<file path="src/rtl/nvmcfg_pkg.sv">
// package for the configuration word autoload block
package nvmcfg_pkg;
    // register indices; the byte address is four times the index
    localparam logic [7:0] IDX_RO_END = 8'h2c;
    localparam logic [7:0] IDX_BOOT_CTL = 8'h2d;
    localparam logic [7:0] IDX_FUNC_CTL = 8'h2e;
    localparam logic [7:0] IDX_FUNC_STATE = 8'h30;
    localparam logic [7:0] IDX_BOOT_BASE = 8'h31;
    localparam logic [7:0] IDX_STATUS = 8'h32;
    localparam logic [7:0] IDX_NVM_WRITE = 8'h33;
    localparam logic [9:0] BYTE_PER_IDX = 10'h004;

    // reset values of the word registers
    localparam logic [15:0] RST_RO_END = 16'h0000;
    localparam logic [15:0] RST_BOOT_CTL = 16'h0000;
    localparam logic [15:0] RST_FUNC_CTL = 16'h15bf;

    // field positions
    localparam int BOOT_SHIFT = 8;
    localparam int ST_DONE_BIT = 0;
    localparam int ST_REFUSED_BIT = 1;
    localparam int WCMD_ADDR_LSB = 16;

    // device type codes and pci interrupt pin base (01h is the first pin)
    localparam logic [3:0] DEVTYPE_NATIVE = 4'h0;
    localparam logic [3:0] DEVTYPE_LEGACY = 4'h1;
    localparam logic [7:0] IRQ_PIN_BASE = 8'h01;

    // axi responses
    localparam logic [1:0] RESP_OKAY = 2'h0;
    localparam logic [1:0] RESP_SLVERR = 2'h2;

    // field layout of the functions-control word
    typedef struct packed {
        logic usb_host_function_enable;
        logic rsvd14;
        logic aux_function_enable;
        logic [1:0] usb_host_irq_pin_select;
        logic [1:0] rsvd10_9;
        logic [1:0] aux_function_irq_pin_select;
        logic usb_host_legacy_type;
        logic usb_host_mem_window_enable;
        logic [4:0] rsvd4_0;
    } nvmcfg_func_ctl_t;

    // word read request toward the configuration memory controller
    typedef struct packed {
        logic req;
        logic [14:0] addr;
    } nvmcfg_rd_req_t;

    // word write request toward the configuration memory controller
    typedef struct packed {
        logic req;
        logic [14:0] addr;
        logic [15:0] data;
    } nvmcfg_wr_req_t;

    typedef enum logic [1:0] {
        AL_READ = 2'b00,
        AL_WAIT = 2'b01,
        AL_DONE = 2'b10
    } nvmcfg_al_state_t;
endpackage : nvmcfg_pkg

</file>
<file path="src/rtl/nvmcfg_autoload.sv">
// configuration word autoload with axi4-lite register access
//
// Added by the designer: the AXI4-Lite register port.
`timescale 1ns/10ps
`default_nettype none
module nvmcfg_autoload #(
    parameter int ADDR_W = 10
) (
    input wire logic core_clk, // 125 mhz core clock
    input wire logic nrst, // synchronous reset, active low
    input wire logic [ADDR_W-1:0] s_axi_awaddr, // write address
    input wire logic s_axi_awvalid, // write address valid
    output logic s_axi_awready, // write address ready
    input wire logic [31:0] s_axi_wdata, // write data
    input wire logic [3:0] s_axi_wstrb, // write byte strobes
    input wire logic s_axi_wvalid, // write data valid
    output logic s_axi_wready, // write data ready
    output logic [1:0] s_axi_bresp, // write response
    output logic s_axi_bvalid, // write response valid
    input wire logic s_axi_bready, // write response ready
    input wire logic [ADDR_W-1:0] s_axi_araddr, // read address
    input wire logic s_axi_arvalid, // read address valid
    output logic s_axi_arready, // read address ready
    output logic [31:0] s_axi_rdata, // read data
    output logic [1:0] s_axi_rresp, // read response
    output logic s_axi_rvalid, // read data valid
    input wire logic s_axi_rready, // read data ready
    output var nvmcfg_pkg::nvmcfg_rd_req_t nvm_rd, // word read request
    input wire logic nvm_rd_ack, // read done pulse
    input wire logic [15:0] nvm_rd_data, // word read back
    output var nvmcfg_pkg::nvmcfg_wr_req_t nvm_wr, // word write pulse
    output logic autoload_done, // all words loaded
    output logic [14:0] readonly_region_end, // last protected word
    output logic readonly_region_present, // protection active
    output logic [22:0] boot_rom_base, // boot rom byte base
    output logic usb_host_function_enable, // usb host visible
    output logic aux_function_enable, // aux function visible
    output logic [7:0] usb_host_irq_pin, // usb interrupt pin reg
    output logic [7:0] aux_function_irq_pin, // aux interrupt pin reg
    output logic [3:0] usb_host_device_type, // usb device type
    output logic usb_host_mem_window_enable // function 5 memory bar
);
    // ---------------- autoload sequencer ----------------
    nvmcfg_pkg::nvmcfg_al_state_t al_state_ff, nxt_al_state;
    logic [1:0] al_word_ff, nxt_al_word;
    logic [14:0] al_addr;
    logic al_take;

    assign al_addr = (al_word_ff == 2'h0) ? 15'(nvmcfg_pkg::IDX_RO_END) :
                     (al_word_ff == 2'h1) ? 15'(nvmcfg_pkg::IDX_BOOT_CTL) :
                                            15'(nvmcfg_pkg::IDX_FUNC_CTL);
    assign al_take = (al_state_ff == nvmcfg_pkg::AL_WAIT) && nvm_rd_ack;

    always_comb
    begin
        nxt_al_state = al_state_ff;
        nxt_al_word = al_word_ff;
        case (al_state_ff)
            nvmcfg_pkg::AL_READ:
            begin
                nxt_al_state = nvmcfg_pkg::AL_WAIT;
            end
            nvmcfg_pkg::AL_WAIT:
            begin
                if (nvm_rd_ack)
                begin
                    if (al_word_ff == 2'h2)
                    begin
                        nxt_al_state = nvmcfg_pkg::AL_DONE;
                    end
                    else
                    begin
                        nxt_al_state = nvmcfg_pkg::AL_READ;
                        nxt_al_word = al_word_ff + 2'h1;
                    end
                end
            end
            nvmcfg_pkg::AL_DONE:
            begin
                nxt_al_state = nvmcfg_pkg::AL_DONE;
            end
            default:
            begin
                nxt_al_state = nvmcfg_pkg::AL_READ;
                nxt_al_word = 2'h0;
            end
        endcase
    end

    always_ff @(posedge core_clk)
    begin
        if (!nrst)
        begin
            al_state_ff <= nvmcfg_pkg::AL_READ;
            al_word_ff <= 2'h0;
        end
        else
        begin
            al_state_ff <= nxt_al_state;
            al_word_ff <= nxt_al_word;
        end
    end

    assign nvm_rd = '{req: (al_state_ff == nvmcfg_pkg::AL_WAIT),
                      addr: al_addr};
    assign autoload_done = (al_state_ff == nvmcfg_pkg::AL_DONE);

    // ---------------- axi4-lite write side ----------------
    logic aw_held_ff, w_held_ff, bvalid_ff;
    logic [ADDR_W-1:0] aw_addr_ff;
    logic [31:0] w_data_ff;
    logic [3:0] w_strb_ff;
    logic [1:0] bresp_ff;
    logic wr_fire;
    logic [7:0] wr_idx;
    logic wr_hit_ro_end, wr_hit_boot, wr_hit_func, wr_hit_stat, wr_hit_cmd;
    logic wr_mapped;

    // holding both halves lets the master present them in any order
    assign s_axi_awready = !aw_held_ff && !bvalid_ff;
    assign s_axi_wready = !w_held_ff && !bvalid_ff;
    assign wr_fire = aw_held_ff && w_held_ff && !bvalid_ff;
    assign wr_idx = 8'(aw_addr_ff >> 2);
    assign wr_hit_ro_end = (wr_idx == nvmcfg_pkg::IDX_RO_END);
    assign wr_hit_boot = (wr_idx == nvmcfg_pkg::IDX_BOOT_CTL);
    assign wr_hit_func = (wr_idx == nvmcfg_pkg::IDX_FUNC_CTL);
    assign wr_hit_stat = (wr_idx == nvmcfg_pkg::IDX_STATUS);
    assign wr_hit_cmd = (wr_idx == nvmcfg_pkg::IDX_NVM_WRITE);
    assign wr_mapped = (aw_addr_ff[1:0] == 2'h0) && (wr_hit_ro_end ||
        wr_hit_boot || wr_hit_func || wr_hit_stat || wr_hit_cmd ||
        wr_idx == nvmcfg_pkg::IDX_FUNC_STATE ||
        wr_idx == nvmcfg_pkg::IDX_BOOT_BASE);

    always_ff @(posedge core_clk)
    begin
        if (!nrst)
        begin
            aw_held_ff <= 1'b0;
            w_held_ff <= 1'b0;
            bvalid_ff <= 1'b0;
            bresp_ff <= nvmcfg_pkg::RESP_OKAY;
            aw_addr_ff <= '0;
            w_data_ff <= 32'h0000_0000;
            w_strb_ff <= 4'h0;
        end
        else
        begin
            if (s_axi_awvalid && s_axi_awready)
            begin
                aw_held_ff <= 1'b1;
                aw_addr_ff <= s_axi_awaddr;
            end
            else if (wr_fire)
            begin
                aw_held_ff <= 1'b0;
            end
            if (s_axi_wvalid && s_axi_wready)
            begin
                w_held_ff <= 1'b1;
                w_data_ff <= s_axi_wdata;
                w_strb_ff <= s_axi_wstrb;
            end
            else if (wr_fire)
            begin
                w_held_ff <= 1'b0;
            end
            if (wr_fire)
            begin
                bvalid_ff <= 1'b1;
                bresp_ff <= wr_mapped ? nvmcfg_pkg::RESP_OKAY :
                                        nvmcfg_pkg::RESP_SLVERR;
            end
            else if (s_axi_bready)
            begin
                bvalid_ff <= 1'b0;
            end
        end
    end

    assign s_axi_bvalid = bvalid_ff;
    assign s_axi_bresp = bresp_ff;

    // ---------------- configuration words ----------------
    logic [15:0] ro_end_ff, boot_ctl_ff, func_ctl_ff;
    logic [15:0] strobed;
    nvmcfg_pkg::nvmcfg_func_ctl_t fc;

    assign strobed = {w_strb_ff[1] ? w_data_ff[15:8] : 8'h00,
                      w_strb_ff[0] ? w_data_ff[7:0] : 8'h00};
    assign fc = nvmcfg_pkg::nvmcfg_func_ctl_t'(func_ctl_ff);

    // the autoload copy wins over a software write in the same cycle
    function automatic logic [15:0] word_next(
        input logic [15:0] cur,
        input logic load,
        input logic sw,
        input logic [15:0] sw_val,
        input logic [1:0] strb
    );
        logic [15:0] v;
        v = cur;
        if (sw)
        begin
            v[15:8] = strb[1] ? sw_val[15:8] : cur[15:8];
            v[7:0] = strb[0] ? sw_val[7:0] : cur[7:0];
        end
        if (load)
        begin
            v = nvm_rd_data;
        end
        return v;
    endfunction : word_next

    always_ff @(posedge core_clk)
    begin
        if (!nrst)
        begin
            ro_end_ff <= nvmcfg_pkg::RST_RO_END;
            boot_ctl_ff <= nvmcfg_pkg::RST_BOOT_CTL;
            func_ctl_ff <= nvmcfg_pkg::RST_FUNC_CTL;
        end
        else
        begin
            ro_end_ff <= word_next(ro_end_ff, al_take && al_word_ff == 2'h0,
                wr_fire && wr_hit_ro_end, strobed, w_strb_ff[1:0]);
            boot_ctl_ff <= word_next(boot_ctl_ff,
                al_take && al_word_ff == 2'h1,
                wr_fire && wr_hit_boot, strobed, w_strb_ff[1:0]);
            func_ctl_ff <= word_next(func_ctl_ff,
                al_take && al_word_ff == 2'h2,
                wr_fire && wr_hit_func, strobed, w_strb_ff[1:0]);
        end
    end

    // ---------------- applied configuration ----------------
    always_ff @(posedge core_clk)
    begin
        if (!nrst)
        begin
            readonly_region_end <= 15'h0000;
            readonly_region_present <= 1'b0;
            boot_rom_base <= 23'h000000;
            usb_host_function_enable <= 1'b0;
            aux_function_enable <= 1'b0;
            usb_host_irq_pin <= 8'h03;
            aux_function_irq_pin <= 8'h04;
            usb_host_device_type <= nvmcfg_pkg::DEVTYPE_NATIVE;
            usb_host_mem_window_enable <= 1'b1;
        end
        else
        begin
            readonly_region_end <= ro_end_ff[14:0];
            readonly_region_present <= (ro_end_ff[14:0] != 15'h0000);
            boot_rom_base <= {boot_ctl_ff[14:0], 8'h00};
            usb_host_function_enable <= fc.usb_host_function_enable;
            aux_function_enable <= fc.aux_function_enable;
            usb_host_irq_pin <= nvmcfg_pkg::IRQ_PIN_BASE +
                8'(fc.usb_host_irq_pin_select);
            aux_function_irq_pin <= nvmcfg_pkg::IRQ_PIN_BASE +
                8'(fc.aux_function_irq_pin_select);
            usb_host_device_type <= fc.usb_host_legacy_type ?
                nvmcfg_pkg::DEVTYPE_LEGACY :
                nvmcfg_pkg::DEVTYPE_NATIVE;
            usb_host_mem_window_enable <=
                fc.usb_host_mem_window_enable;
        end
    end

    // ---------------- host write path to the memory ----------------
    logic [14:0] cmd_addr;
    logic cmd_protected, cmd_issue, refused_ff;
    nvmcfg_pkg::nvmcfg_wr_req_t nvm_wr_ff;

    assign cmd_addr = w_data_ff[nvmcfg_pkg::WCMD_ADDR_LSB +: 15];
    // full 15-bit compare so the region can reach word 7fff
    assign cmd_protected = (ro_end_ff[14:0] != 15'h0000) &&
                           (cmd_addr <= ro_end_ff[14:0]);
    assign cmd_issue = wr_fire && wr_hit_cmd && (w_strb_ff == 4'hf);

    always_ff @(posedge core_clk)
    begin
        if (!nrst)
        begin
            nvm_wr_ff <= '0;
            refused_ff <= 1'b0;
        end
        else
        begin
            nvm_wr_ff.req <= cmd_issue && !cmd_protected;
            nvm_wr_ff.addr <= cmd_addr;
            nvm_wr_ff.data <= w_data_ff[15:0];
            // a new refusal wins over a clear in the same cycle
            refused_ff <= (cmd_issue && cmd_protected) ||
                (refused_ff && !(wr_fire && wr_hit_stat && w_strb_ff[0] &&
                 w_data_ff[nvmcfg_pkg::ST_REFUSED_BIT]));
        end
    end

    assign nvm_wr = nvm_wr_ff;

    // ---------------- axi4-lite read side ----------------
    logic rvalid_ff;
    logic [31:0] rdata_ff, rd_word;
    logic [1:0] rresp_ff;
    logic [7:0] rd_idx;
    logic rd_hit;
    logic [15:0] func_state;

    assign func_state = func_ctl_ff & 16'ha000;
    assign s_axi_arready = !rvalid_ff;
    assign rd_idx = 8'(s_axi_araddr >> 2);
    assign rd_hit = (s_axi_araddr[1:0] == 2'h0) &&
        (rd_idx == nvmcfg_pkg::IDX_RO_END || rd_idx ==
         nvmcfg_pkg::IDX_BOOT_CTL || rd_idx == nvmcfg_pkg::IDX_FUNC_CTL ||
         rd_idx == nvmcfg_pkg::IDX_FUNC_STATE || rd_idx ==
         nvmcfg_pkg::IDX_BOOT_BASE || rd_idx == nvmcfg_pkg::IDX_STATUS ||
         rd_idx == nvmcfg_pkg::IDX_NVM_WRITE);
    assign rd_word =
        (rd_idx == nvmcfg_pkg::IDX_RO_END) ? {16'h0000, ro_end_ff} :
        (rd_idx == nvmcfg_pkg::IDX_BOOT_CTL) ? {16'h0000, boot_ctl_ff} :
        (rd_idx == nvmcfg_pkg::IDX_FUNC_CTL) ? {16'h0000, func_ctl_ff} :
        (rd_idx == nvmcfg_pkg::IDX_FUNC_STATE) ? {16'h0000, func_state} :
        (rd_idx == nvmcfg_pkg::IDX_BOOT_BASE) ? {9'h000, boot_rom_base} :
        (rd_idx == nvmcfg_pkg::IDX_STATUS) ?
            {30'h0000_0000, refused_ff, autoload_done} :
        32'h0000_0000;

    always_ff @(posedge core_clk)
    begin
        if (!nrst)
        begin
            rvalid_ff <= 1'b0;
            rdata_ff <= 32'h0000_0000;
            rresp_ff <= nvmcfg_pkg::RESP_OKAY;
        end
        else if (s_axi_arvalid && s_axi_arready)
        begin
            rvalid_ff <= 1'b1;
            rdata_ff <= rd_hit ? rd_word : 32'h0000_0000;
            rresp_ff <= rd_hit ? nvmcfg_pkg::RESP_OKAY :
                                 nvmcfg_pkg::RESP_SLVERR;
        end
        else if (s_axi_rready)
        begin
            rvalid_ff <= 1'b0;
        end
    end

    assign s_axi_rvalid = rvalid_ff;
    assign s_axi_rdata = rdata_ff;
    assign s_axi_rresp = rresp_ff;

    // ---------------- assertions ----------------
    a_ro_end_apply: assert property (@(posedge core_clk) disable iff (!nrst)
        $past(nrst) |-> readonly_region_end == $past(ro_end_ff[14:0]))
        else $error("protected end not taken from word");
    a_ro_none: assert property (@(posedge core_clk) disable iff (!nrst)
        $past(nrst) && $past(ro_end_ff[14:0]) == 15'h0000
        |-> !readonly_region_present)
        else $error("zero end field still protects");
    a_ro_top_word: assert property (@(posedge core_clk) disable iff (!nrst)
        cmd_issue && ro_end_ff[14:0] == 15'h7fff |=> !nvm_wr.req)
        else $error("top word not protected");
    a_boot_base: assert property (@(posedge core_clk) disable iff (!nrst)
        $past(nrst) |-> boot_rom_base == 23'($past(boot_ctl_ff[14:0]))
        * 23'd256)
        else $error("boot rom base not field times 256");
    a_boot_load: assert property (@(posedge core_clk) disable iff (!nrst)
        al_take && al_word_ff == 2'h1 |=> boot_ctl_ff == $past(nvm_rd_data))
        else $error("boot control word not loaded");
    a_state_mirror: assert property (@(posedge core_clk) disable iff (!nrst)
        al_take && al_word_ff == 2'h2 |=> func_state[15] ==
        $past(nvm_rd_data[15]) && func_state[13] == $past(nvm_rd_data[13]))
        else $error("function state not mirrored");
    a_usb_visible: assert property (@(posedge core_clk) disable iff (!nrst)
        al_take && al_word_ff == 2'h2 |-> ##2
        usb_host_function_enable == $past(nvm_rd_data[15], 2))
        else $error("usb host visibility wrong");
    a_aux_visible: assert property (@(posedge core_clk) disable iff (!nrst)
        al_take && al_word_ff == 2'h2 |-> ##2
        aux_function_enable == $past(nvm_rd_data[13], 2))
        else $error("aux function visibility wrong");
    a_usb_irq_pin: assert property (@(posedge core_clk) disable iff (!nrst)
        $past(nrst) |-> usb_host_irq_pin ==
        8'($past(func_ctl_ff[12:11])) + 8'h01)
        else $error("usb interrupt pin wrong");
    a_aux_irq_pin: assert property (@(posedge core_clk) disable iff (!nrst)
        $past(nrst) |-> aux_function_irq_pin ==
        8'($past(func_ctl_ff[8:7])) + 8'h01)
        else $error("aux interrupt pin wrong");
    a_dev_type: assert property (@(posedge core_clk) disable iff (!nrst)
        $past(nrst) |-> usb_host_device_type == {3'h0, $past(func_ctl_ff[6])})
        else $error("usb device type wrong");
    a_mem_window: assert property (@(posedge core_clk) disable iff (!nrst)
        $past(nrst) |-> usb_host_mem_window_enable == $past(func_ctl_ff[5]))
        else $error("memory window enable wrong");
    a_ro_drop: assert property (@(posedge core_clk) disable iff (!nrst)
        cmd_issue |=> nvm_wr.req == !$past(cmd_protected) && refused_ff ==
        ($past(cmd_protected) || $past(refused_ff)))
        else $error("protected write not dropped");
    c_autoload_done: cover property (@(posedge core_clk) disable iff (!nrst)
        $rose(autoload_done));
    c_write_refused: cover property (@(posedge core_clk) disable iff (!nrst)
        cmd_issue && cmd_protected);
    c_write_passed: cover property (@(posedge core_clk) disable iff (!nrst)
        nvm_wr.req);
    c_usb_shown: cover property (@(posedge core_clk) disable iff (!nrst)
        usb_host_function_enable && usb_host_device_type ==
        nvmcfg_pkg::DEVTYPE_LEGACY);
endmodule : nvmcfg_autoload
`default_nettype wire

</file>
<file path="config.mk">
export PLATFORM = sky130hd
export DESIGN_NAME = nvmcfg_autoload
export DESIGN_NICKNAME = d
export VERILOG_FILES = /design/src/rtl/nvmcfg_pkg.sv /design/src/rtl/nvmcfg_autoload.sv
export SDC_FILE = /design/constraint.sdc
export NUM_CORES = 1
export LEC_CHECK = 0
export BUFFER_PORTS_ARGS = -buffer_cell sky130_fd_sc_hd__buf_4
export CAP_MARGIN = 20
export CORE_MARGIN = 2
export CORE_UTILIZATION = 47
export DETAILED_ROUTE_END_ITERATION = 7
export PLACE_DENSITY = 0.75
export SETUP_SLACK_MARGIN = 0.15
export SYNTH_ARGS = -nofsm -noshare
export SYNTH_HDL_FRONTEND = slang
export SYNTH_SLANG_ARGS = --single-unit
</file>
<file path="constraint.sdc">
create_clock -name core_clk -period 1.73 [get_ports core_clk]
set_input_delay 0.0865 -clock core_clk [delete_from_list [all_inputs] [get_ports core_clk]]
set_output_delay 0.0865 -clock core_clk [all_outputs]
set_load 0.01 [all_outputs]
</file>
==> results of run 1 <==
==> flip-flops by register name, summed over array words and instances, names as in the netlist, 4 cells and up <==
name and flops:
boot_ctl_ff 16, fc 16, nvm_wr 32, readonly_region_end 15
w_data_ff 31, ro_end_ff 16, s_axi_rdata 23, aw_addr_ff 10
w_strb_ff 4, boot_rom_base 15
==> through the flow <==
| step | total power (µW) | TNS [ns] | cells |
|---|---|---|---|
| global route | 10800 | -1.05 | 1427 |
| detailed placement | 6040 | -0.286 | 1315 |
| global placement | 6010 | 0 | 1315 |
| finish | 10500 | -0.0524 | 1428 |
| CTS | 10400 | 0 | 1410 |
| floorplan | 5640 | 0 | 964 |
==> power by group through the flow <==
stage                     registers [µW]  clock network [µW]  logic, µW
after floorplan                     4940                   0        694
after global placement              4960                   0       1050
after detailed placement            4960                   0       1070
after CTS                           4870                4270       1220
after global routing                4890                4460       1460
final                               4880                4250       1340
==> repair_timing <==
action / 4_1_cts / 5_1_grt
resized for setup: 27 / 61
hold buffers: 52 / 0
gates cloned: 3 / 4
endpoints found under the hold margin: 52 / 0
endpoints found under the setup margin: 34 / 59
pin swaps: 9 / 19
buffers inserted: 8 / 13
==> area by class of cell <==
cell class              instances  area, µm²  share of cell area (%)
flip-flops and latches        200       4030                    34.4
multi-input cells             624       4030                    34.4
repair buffers                301       2570                    21.9
clock buffers                  21        470                    4.01
well taps                     225        282                    2.40
inverters                      45        173                    1.47
clock inverters                11        170                    1.45
diodes                          1       2.50                  0.0213
==> worst min-delay path, delay by kind of cell <==
family	cells	cell delay [ns]
AOI/OAI and AO/OA	1	0.08
buffers and inverters	1	0.12
muxes	1	0.13
==> layer usage <==
| layer | part of all wire, % | vias up | global-route usage [%] |
|---|---|---|---|
| met5 | 0 | - | 0 |
| met4 | 3.8 | 0 | 10.8 |
| met3 | 8.3 | 70 | 5.00 |
| met2 | 47 | 418 | 41.4 |
| met1 | 41 | 3591 | 33.9 |
| li1 | - | 3619 | - |
==> cells by family (layout without fill, tap and decap cells) <==
logic type | after synthesis | in the layout
muxes | 48 | 48
AOI/OAI and AO/OA | 186 | 186
other | 2 | 46
DFF | 200 | 200
buffers and inverters | 143 | 378
adders and majority gates | 20 | 20
and+or+nand+nor | 322 | 325
==> cells in the mapped netlist, types with 5 or more instances <==
library cell,instances
a211oi_1,7
a21oi_1,61
a221oi_1,9
a22o_1,14
and2_1,34
buf_1,7
buf_2,10
buf_4,49
clkbuf_1,32
dfxtp_1,200
ha_1,20
inv_1,44
mux2_2,33
mux2i_1,14
nand2_1,138
nand2b_1,12
nand3_1,48
nand4_1,5
nor2_1,56
o21ai_0,27
o31a_1,9
o31ai_1,39
==> worst paths after layout <==
kind / start / cells past startpoint / slack [ns] / endpoint
worst min register to register: al_state_ff[0] / 1 / 0.45 / al_state_ff[0]
worst max-delay path: aw_addr_ff[9] / 7 / -0.04 / ro_end_ff[11]
worst max register to register: aw_addr_ff[9] / 7 / -0.04 / ro_end_ff[11]
worst min-delay path: nvm_rd_data[15] / 3 / 0.03 / ro_end_ff[15]
==> impl_metrics.env, run 1 <==
export IMPL_port_buffers=185
export IMPL_synthFlopType="dfxtp_1"
export IMPL_finalWorstSetupSlack_ns=-0.0368
export IMPL_boundaryPins=232
export IMPL_dp_hpwl_um=16200
export IMPL_grt_pass1_wl_um=37000
export IMPL_peakVddDrop_uv=889
export IMPL_die_y_um=137
export IMPL_synth_edf_count=0
export IMPL_worstMarginPinSlew_ns=0.546
export IMPL_rsz0062_at_grt="yes"
export IMPL_synth_cell_types=52
export IMPL_timing_hold_ws_ns=0.0283
export IMPL_synth_cells=921
export IMPL_setup_viol_count_final=3
export IMPL_clk_pin_slew_ns=0.07
export IMPL_grt_usage_pct=25.8
export IMPL_yosys_area_top_type="dfxtp_1"
export IMPL_routed_via_density=5.39
export IMPL_min_path_type="in2reg"
export IMPL_fillCellCount=1271
export IMPL_postRouteAntennaNets=0
export IMPL_fmax_mhz=566
export IMPL_synth_seq_cells=200
export IMPL_die_w_um=137
export IMPL_clock_sinks=200
export IMPL_place_gp_congestion=0.903
export IMPL_clock_path_buffers=2
export IMPL_avgRoutedWirePerCell_um=17.8
export IMPL_grt_pass1_vias=7047
export IMPL_critPathLaunchType="flop"
export IMPL_syn_area_um2=8270
export IMPL_outcome="finished, violations left"
export IMPL_placementRows=48
export IMPL_finClkSkew_ns=0.00583
export IMPL_ys_warn_count=0
export IMPL_syn_avg_cell_area_um2=8.98
export IMPL_synth_top_area_share_pct=48.4
export IMPL_cpLargestDelayFamily="simple AND/OR/NAND/NOR gates"
export IMPL_min_period_ns=1.77
export IMPL_initial_core_util_pct=48.0
export IMPL_antenna_found_initial=0
export IMPL_p_comb_share_pct=12.8
export IMPL_die_area_um2=18700
export IMPL_placed_cell_area_um2=9930
export IMPL_cts_tree="done"
export IMPL_drt_total_wl_um=25400
export IMPL_drtIter0Drc=835
export IMPL_synth_area_top_cells="dfxtp_1 (48%), nand2_1 (6.3%), mux2_2 (4.5%)"
export IMPL_final_max_slew_viol_count=0
export IMPL_final_util_pct=68.0
export IMPL_cts_made_buffers=17
export IMPL_power_density_nw_per_um2=894
export IMPL_cts_root_buf="clkbuf_16"
export IMPL_end_kind="flop"
export IMPL_critPathArrivalTime_ns=2.08
export IMPL_p_sw_uw=2550
export IMPL_clkPwrFrac_pct=40.6
export IMPL_htreeDepth=4
export IMPL_yosysSeqAreaShare_pct=48.4
export IMPL_first_pass_iters=5
export IMPL_cpPeakStageDelay_ns=0.34
export IMPL_hold_violations=0
export IMPL_final_common_cell="buf_4"
export IMPL_violations="negative setup slack"
export IMPL_leakagePower_uw=0.00519
export IMPL_core_area_um2=17200
export IMPL_p_int_uw=7930
export IMPL_yosys_area_share_simple_pct=18.5
export IMPL_async_flop_share_pct=0
export IMPL_path_class="reg2reg"
export IMPL_maxCapViolations=0
export IMPL_netSwitchingFraction_pct=24.3
export IMPL_timing_final_crit_share_pct=102
export IMPL_seq_power_share_pct=46.6
export IMPL_vias=7698
export IMPL_crit_path_cell_trace="nor3b_4 > buf_4 > nand4b_4 > o21ai_4 > buf_12 > nand3_1 > o31ai_1"
export IMPL_synth_compound_area_share_pct=14.8
export IMPL_design_area_um2=11700
export IMPL_grt_max_degree=92
export IMPL_synthXorXnorAreaFrac_pct=0
export IMPL_drc_errors=0
export IMPL_drive_above_1_share_pct=32.8
export IMPL_synth_top_family_by_area="simple AND/OR/NAND/NOR gates"
export IMPL_place_ws_ns=-0.0462
export IMPL_nNetsFinal=1289
export IMPL_layout_common_cells="buf_4 (234), dfxtp_1 (181), nand2_1 (136)"
export IMPL_critPathRequiredTime_ns=2.04
export IMPL_synthMuxAreaShare_pct=6.33
export IMPL_worst_path_max_delay_cell="dfxtp_2"
export IMPL_grt_ovfl_total=0
export IMPL_slew_headroom_pct=63.4
export IMPL_syn_to_final_growth_pct=41.8
export IMPL_cp_max_fo=8
export IMPL_critPathBufInv=2
export IMPL_synth_fa_ha_area_share_pct=3.03
export IMPL_clock_latency_ns=0.43
Power figures use the tool's default switching activity.
==> inputs of run 2 (changes only) <==
--- a/config.mk
+++ b/config.mk
@@ -11,6 +11,7 @@
 export CORE_UTILIZATION = 47
 export DETAILED_ROUTE_END_ITERATION = 7
 export PLACE_DENSITY = 0.75
+export RECOVER_POWER = 25
 export SETUP_SLACK_MARGIN = 0.15
 export SYNTH_ARGS = -nofsm -noshare
 export SYNTH_HDL_FRONTEND = slang
==> impl_metrics.env, run 2 (same netlist as run 1, synthesis figures left out) <==
export IMPL_first_pass_iters=5
export IMPL_cpLargestDelayFamily="simple AND/OR/NAND/NOR gates"
export IMPL_worstMarginPinSlew_ns=0.564
export IMPL_maxCapViolations=0
export IMPL_clk_pin_slew_ns=0.07
export IMPL_final_max_slew_viol_count=0
export IMPL_antenna_found_initial=0
export IMPL_clock_path_buffers=2
export IMPL_seq_power_share_pct=46.6
export IMPL_setup_viol_count_final=2
export IMPL_dp_cells=1315
export IMPL_final_common_cell="buf_4"
export IMPL_violations="negative setup slack"
export IMPL_leakagePower_uw=0.00519
export IMPL_rsz0062_at_grt="yes"
export IMPL_clock_latency_ns=0.44
export IMPL_design_area_um2=11700
export IMPL_placementRows=48
export IMPL_endpoint="ro_end_ff[11]"
export IMPL_cpPeakStageDelay_ns=0.34
export IMPL_die_y_um=137
export IMPL_grt_pass1_vias=7047
export IMPL_cts_tree="done"
export IMPL_fmax_mhz=566
export IMPL_postRouteAntennaNets=0
export IMPL_critPathArrivalTime_ns=2.08
export IMPL_cts_made_buffers=17
export IMPL_place_gp_congestion=0.903
export IMPL_grt_ovfl_total=0
export IMPL_use_met2_pct=41.4
export IMPL_boundaryPins=232
export IMPL_crit_cells=7
export IMPL_use_met3_pct=5.00
export IMPL_layout_common_cells="buf_4 (234), dfxtp_1 (183), nand2_1 (136)"
export IMPL_routed_via_density=5.43
export IMPL_critPathRequiredTime_ns=2.04
export IMPL_busiest_layer="met2"
export IMPL_outcome="finished, violations left"
export IMPL_drtIter0Drc=873
export IMPL_end_kind="flop"
export IMPL_crit_path_cell_trace="nor3b_4 > buf_4 > nand4b_4 > o21ai_4 > buf_12 > nand3_1 > o31ai_1"
export IMPL_grt_max_degree=92
export IMPL_syn_to_final_growth_pct=41.8
export IMPL_reg2reg_to="ro_end_ff[11]"
export IMPL_critPathLaunch="aw_addr_ff[9]"
export IMPL_drive_above_1_share_pct=32.6
export IMPL_port_buffers=185
export IMPL_drt_total_wl_um=25500
export IMPL_hold_path_startpoint="nvm_rd_data[15]"
export IMPL_r2r_start="aw_addr_ff[9]"
export IMPL_placed_cell_area_um2=9930
export IMPL_min_path_type="in2reg"
export IMPL_grt_pass1_wl_um=37000
export IMPL_clock_sinks=200
export IMPL_die_w_um=137
export IMPL_grt_usage_pct=25.8
export IMPL_power_density_nw_per_um2=893
export IMPL_worst_path_max_delay_cell="dfxtp_2"
export IMPL_critPathLaunchType="flop"
export IMPL_p_int_uw=7930
export IMPL_p_total_uw=10500
export IMPL_initial_core_util_pct=48.0
export IMPL_hold_violations=0
export IMPL_largest_register_ffs=32
export IMPL_path_class="reg2reg"
export IMPL_die_area_um2=18700
export IMPL_netSwitchingFraction_pct=24.3
export IMPL_worstRegToRegCells=7
export IMPL_finalWorstSetupSlack_ns=-0.0353
export IMPL_clkPwrFrac_pct=40.5
export IMPL_cts_root_buf="clkbuf_16"
export IMPL_drc_errors=0
export IMPL_avgRoutedWirePerCell_um=17.8
export IMPL_vias=7756
export IMPL_peakVddDrop_uv=884
export IMPL_place_ws_ns=-0.0462
export IMPL_htreeDepth=4
export IMPL_fin_cells=1428
export IMPL_core_area_um2=17200
export IMPL_fin_tns_setup_ns=-0.0596
export IMPL_dp_hpwl_um=16200
export IMPL_finClkSkew_ns=0.0115
export IMPL_critPathBufInv=2
export IMPL_reg2reg_slack_ns=-0.04
export IMPL_cp_max_fo=8
export IMPL_p_comb_share_pct=12.8
export IMPL_p_sw_uw=2540
export IMPL_nNetsFinal=1289
export IMPL_min_period_ns=1.77
export IMPL_met1_usage_pct=33.9
export IMPL_timing_final_crit_share_pct=102
export IMPL_slew_headroom_pct=62.3
[run 2: worst min-delay path: stages]
cell and delay [ns]:
buf_4 0.12, mux2i_1 0.12, a211oi_1 0.08
[run 2: worst min path at each step]
stage / slack [ns] / cells past startpoint / end
2_1_floorplan: 0.18 / 1 / usb_host_mem_window_enable
3_5_place_dp: 0.28 / 2 / s_axi_rvalid
4_1_cts: 0.01 / 4 / fc[0]
5_1_grt: 0.04 / 3 / fc[14]
6_report: 0.02 / 3 / ro_end_ff[15]
3_3_place_gp: 0.27 / 2 / s_axi_rvalid
[run 2: layout make-up]
| type | count | area [µm²] |
|---|---|---|
| Clock inverter | 11 | 170 |
| Sequential cell | 200 | 4030 |
| Inverter | 45 | 173 |
| Fill cell | 1273 | 5520 |
| Tap cell | 225 | 282 |
| Clock buffer | 21 | 470 |
| Antenna cell | 1 | 2.50 |
| Timing Repair Buffer | 301 | 2570 |
| Multi-Input combinational cell | 624 | 4030 |
[run 2: timing repair]
item | 4_1_cts | 5_1_grt
hold endpoints to repair | 52 | 0
endpoints found under the setup margin | 34 | 59
buffers inserted | 8 | 13
hold buffers | 52 | 0
resized for setup | 27 | 61
pin swaps | 9 | 19
gates cloned | 3 | 4
[run 2: metal layers]
layer,wire length (µm),vias up
met5,0,-
met4,1060,0
met3,2150,76
met2,11900,445
met1,10300,3616
li1,-,3619
[run 2: power groups by stage]
stage,logic (µW),clock network [µW],registers [µW]
floorplan,694,0,4940
global placement,1050,0,4960
detailed placement,1070,0,4960
CTS,1220,4270,4870
global route,1460,4460,4890
finish,1340,4240,4880
[run 2: per-stage QoR]
stage / util, % / hold WS (ns)
6_report: 68.0 / 0.0248
5_1_grt: 68.0 / 0.0397
4_1_cts: 65.7 / 0.0111
3_5_place_dp: 57.6 / 0.278
3_3_place_gp: 57.6 / 0.275
2_1_floorplan: - / 0.182
==> inputs of run 3 (changes only) <==
--- a/config.mk
+++ b/config.mk
@@ -7,8 +7,10 @@
 export LEC_CHECK = 0
 export BUFFER_PORTS_ARGS = -buffer_cell sky130_fd_sc_hd__buf_4
 export CAP_MARGIN = 20
+export CELL_PAD_IN_SITES_DETAIL_PLACEMENT = 0
+export CELL_PAD_IN_SITES_GLOBAL_PLACEMENT = 1
 export CORE_MARGIN = 2
-export CORE_UTILIZATION = 47
+export CORE_UTILIZATION = 35
 export DETAILED_ROUTE_END_ITERATION = 7
 export PLACE_DENSITY = 0.75
 export RECOVER_POWER = 25
==> impl_metrics.env, run 3 (same netlist as run 1, synthesis figures left out) <==
export IMPL_port_buffers=185
export IMPL_fin_cells=1533
export IMPL_avgRoutedWirePerCell_um=17.0
export IMPL_clkPwrFrac_pct=37.9
export IMPL_use_met2_pct=31.1
export IMPL_clk_pin_slew_ns=0.07
export IMPL_n_antenna_cell=0
export IMPL_antenna_found_initial=0
export IMPL_drt_total_wl_um=26000
export IMPL_place_gp_congestion=0.836
export IMPL_critPathBufInv=0
export IMPL_nNetsFinal=1301
export IMPL_htreeDepth=4
export IMPL_layout_common_cells="buf_4 (230), dfxtp_1 (183), nand2_1 (137)"
export IMPL_final_max_slew_viol_count=0
export IMPL_clock_sinks=200
export IMPL_finClkSkew_ns=0.00769
export IMPL_critPathArrivalTime_ns=2.04
export IMPL_outcome="complete, no violations"
export IMPL_core_area_um2=23300
export IMPL_cpLargestDelayFamily="simple AND/OR/NAND/NOR gates"
export IMPL_boundaryPins=232
export IMPL_placementRows=56
export IMPL_largest_register_ffs=32
export IMPL_initial_core_util_pct=35.4
export IMPL_power_density_nw_per_um2=835
export IMPL_met1_usage_pct=27.0
export IMPL_rsz0062_at_grt="yes"
export IMPL_dp_hpwl_um=17400
export IMPL_grt_usage_pct=19.7
export IMPL_path_class="reg2reg"
export IMPL_clock_path_buffers=2
export IMPL_die_y_um=158
export IMPL_clock_latency_ns=0.43
export IMPL_routed_via_density=4.81
export IMPL_seq_power_share_pct=48.6
export IMPL_fmax_mhz=583
export IMPL_critPathLaunchType="flop"
export IMPL_netSwitchingFraction_pct=25.7
export IMPL_end_kind="flop"
export IMPL_syn_to_final_growth_pct=45.3
export IMPL_grt_max_degree=91
export IMPL_leakagePower_uw=0.00526
export IMPL_peakVddDrop_uv=541
export IMPL_hold_violations=0
export IMPL_drc_errors=0
export IMPL_grt_ovfl_total=0
export IMPL_cp_max_fo=3
export IMPL_grt_pass1_wl_um=37500
export IMPL_dp_cells=1419
export IMPL_cts_root_buf="clkbuf_16"
export IMPL_setup_viol_count_final=0
export IMPL_die_area_um2=24900
export IMPL_final_util_pct=51.5
export IMPL_p_int_uw=7460
export IMPL_final_common_cell="buf_4"
export IMPL_p_comb_share_pct=13.5
export IMPL_p_total_uw=10000
export IMPL_use_met3_pct=3.91
export IMPL_cpPeakStageDelay_ns=0.41
export IMPL_worstMarginPinSlew_ns=0.671
export IMPL_cts_tree="done"
export IMPL_critPathRequiredTime_ns=2.06
export IMPL_postRouteAntennaNets=0
export IMPL_min_period_ns=1.71
export IMPL_min_path_type="in2reg"
export IMPL_vias=7367
export IMPL_maxCapViolations=0
export IMPL_first_pass_iters=7
export IMPL_die_w_um=158
export IMPL_p_sw_uw=2570
export IMPL_timing_final_crit_share_pct=99.1
export IMPL_cts_made_buffers=17
export IMPL_slew_headroom_pct=55.3
export IMPL_worst_path_max_delay_cell="or3b_4"
export IMPL_busiest_layer="met2"
export IMPL_grt_pass1_vias=6765
export IMPL_drive_above_1_share_pct=33.9
export IMPL_crit_path_cell_trace="nor3b_4 > nand2_2 > or3b_4 > o311a_1 > a31o_1"
export IMPL_drtIter0Drc=456
==> run 3: repair_timing <==
action / CTS / global route
pin swaps: 6 / 22
endpoints found under the hold margin: 53 / 0
endpoints found under the setup margin: 51 / 76
gates cloned: 2 / 7
setup buffers: 11 / 10
gates resized for setup: 13 / 117
hold buffers: 52 / 0
==> run 3: layout make-up <==
type                    count  area [µm²]
clock buffers              21         460
inverters                  45         173
repair buffers            316        2730
clock inverters            11        98.8
fillers                  2157       11300
flip-flops and latches    200        4030
multi-input cells         621        4120
well taps                 319         399
==> run 3: metrics by stage <==
| step | worst slack [ns] | setup TNS [ns] | area (µm²) | hold slack, ns |
|---|---|---|---|---|
| after detailed placement | -0.00637 | -0.0114 | 10100 | 0.274 |
| after global placement | 0.0256 | 0 | 10100 | 0.275 |
| after floorplan | 0.127 | 0 | 8440 | 0.182 |
| after global routing | -0.0505 | -0.190 | 12000 | 0.0313 |
| after CTS | 0.0527 | 0 | 11400 | 0.00657 |
| final | 0.0159 | 0 | 12000 | 0.0333 |
==> run 3: worst register-to-register path, stage by stage, from the launching register on <==
cell,delay [ns]
dfxtp_2,0.34
nor3b_4,0.29
nand2_2,0.10
or3b_4,0.41
o311a_1,0.30
a31o_1,0.17
==> run 3: routing by layer <==
layer  vias to the layer above  share of wire, %  wire, µm
met1                      3422                45     11700
met5                         -                 0         0
met2                       276                47     12100
met4                         0               2.2       584
met3                        31               6.3      1630
li1                       3638                 -         -
==> run 3: power groups by stage <==
stage | logic [µW] | clock network (µW) | registers (µW)
after CTS | 1220 | 3870 | 4860
after global routing | 1480 | 4070 | 4890
after detailed placement | 1100 | 0 | 4970
after floorplan | 694 | 0 | 4940
final | 1350 | 3800 | 4880
after global placement | 1090 | 0 | 4970
==> run 3: worst paths after layout <==
path	depth (start not counted)	from	slack (ns)	to
max	5	aw_addr_ff[8]	0.02	refused_ff
max reg2reg	5	aw_addr_ff[8]	0.02	refused_ff
min	4	nvm_rd_data[3]	0.03	fc[3]
min reg2reg	1	fc[11]	0.45	usb_host_irq_pin[0]
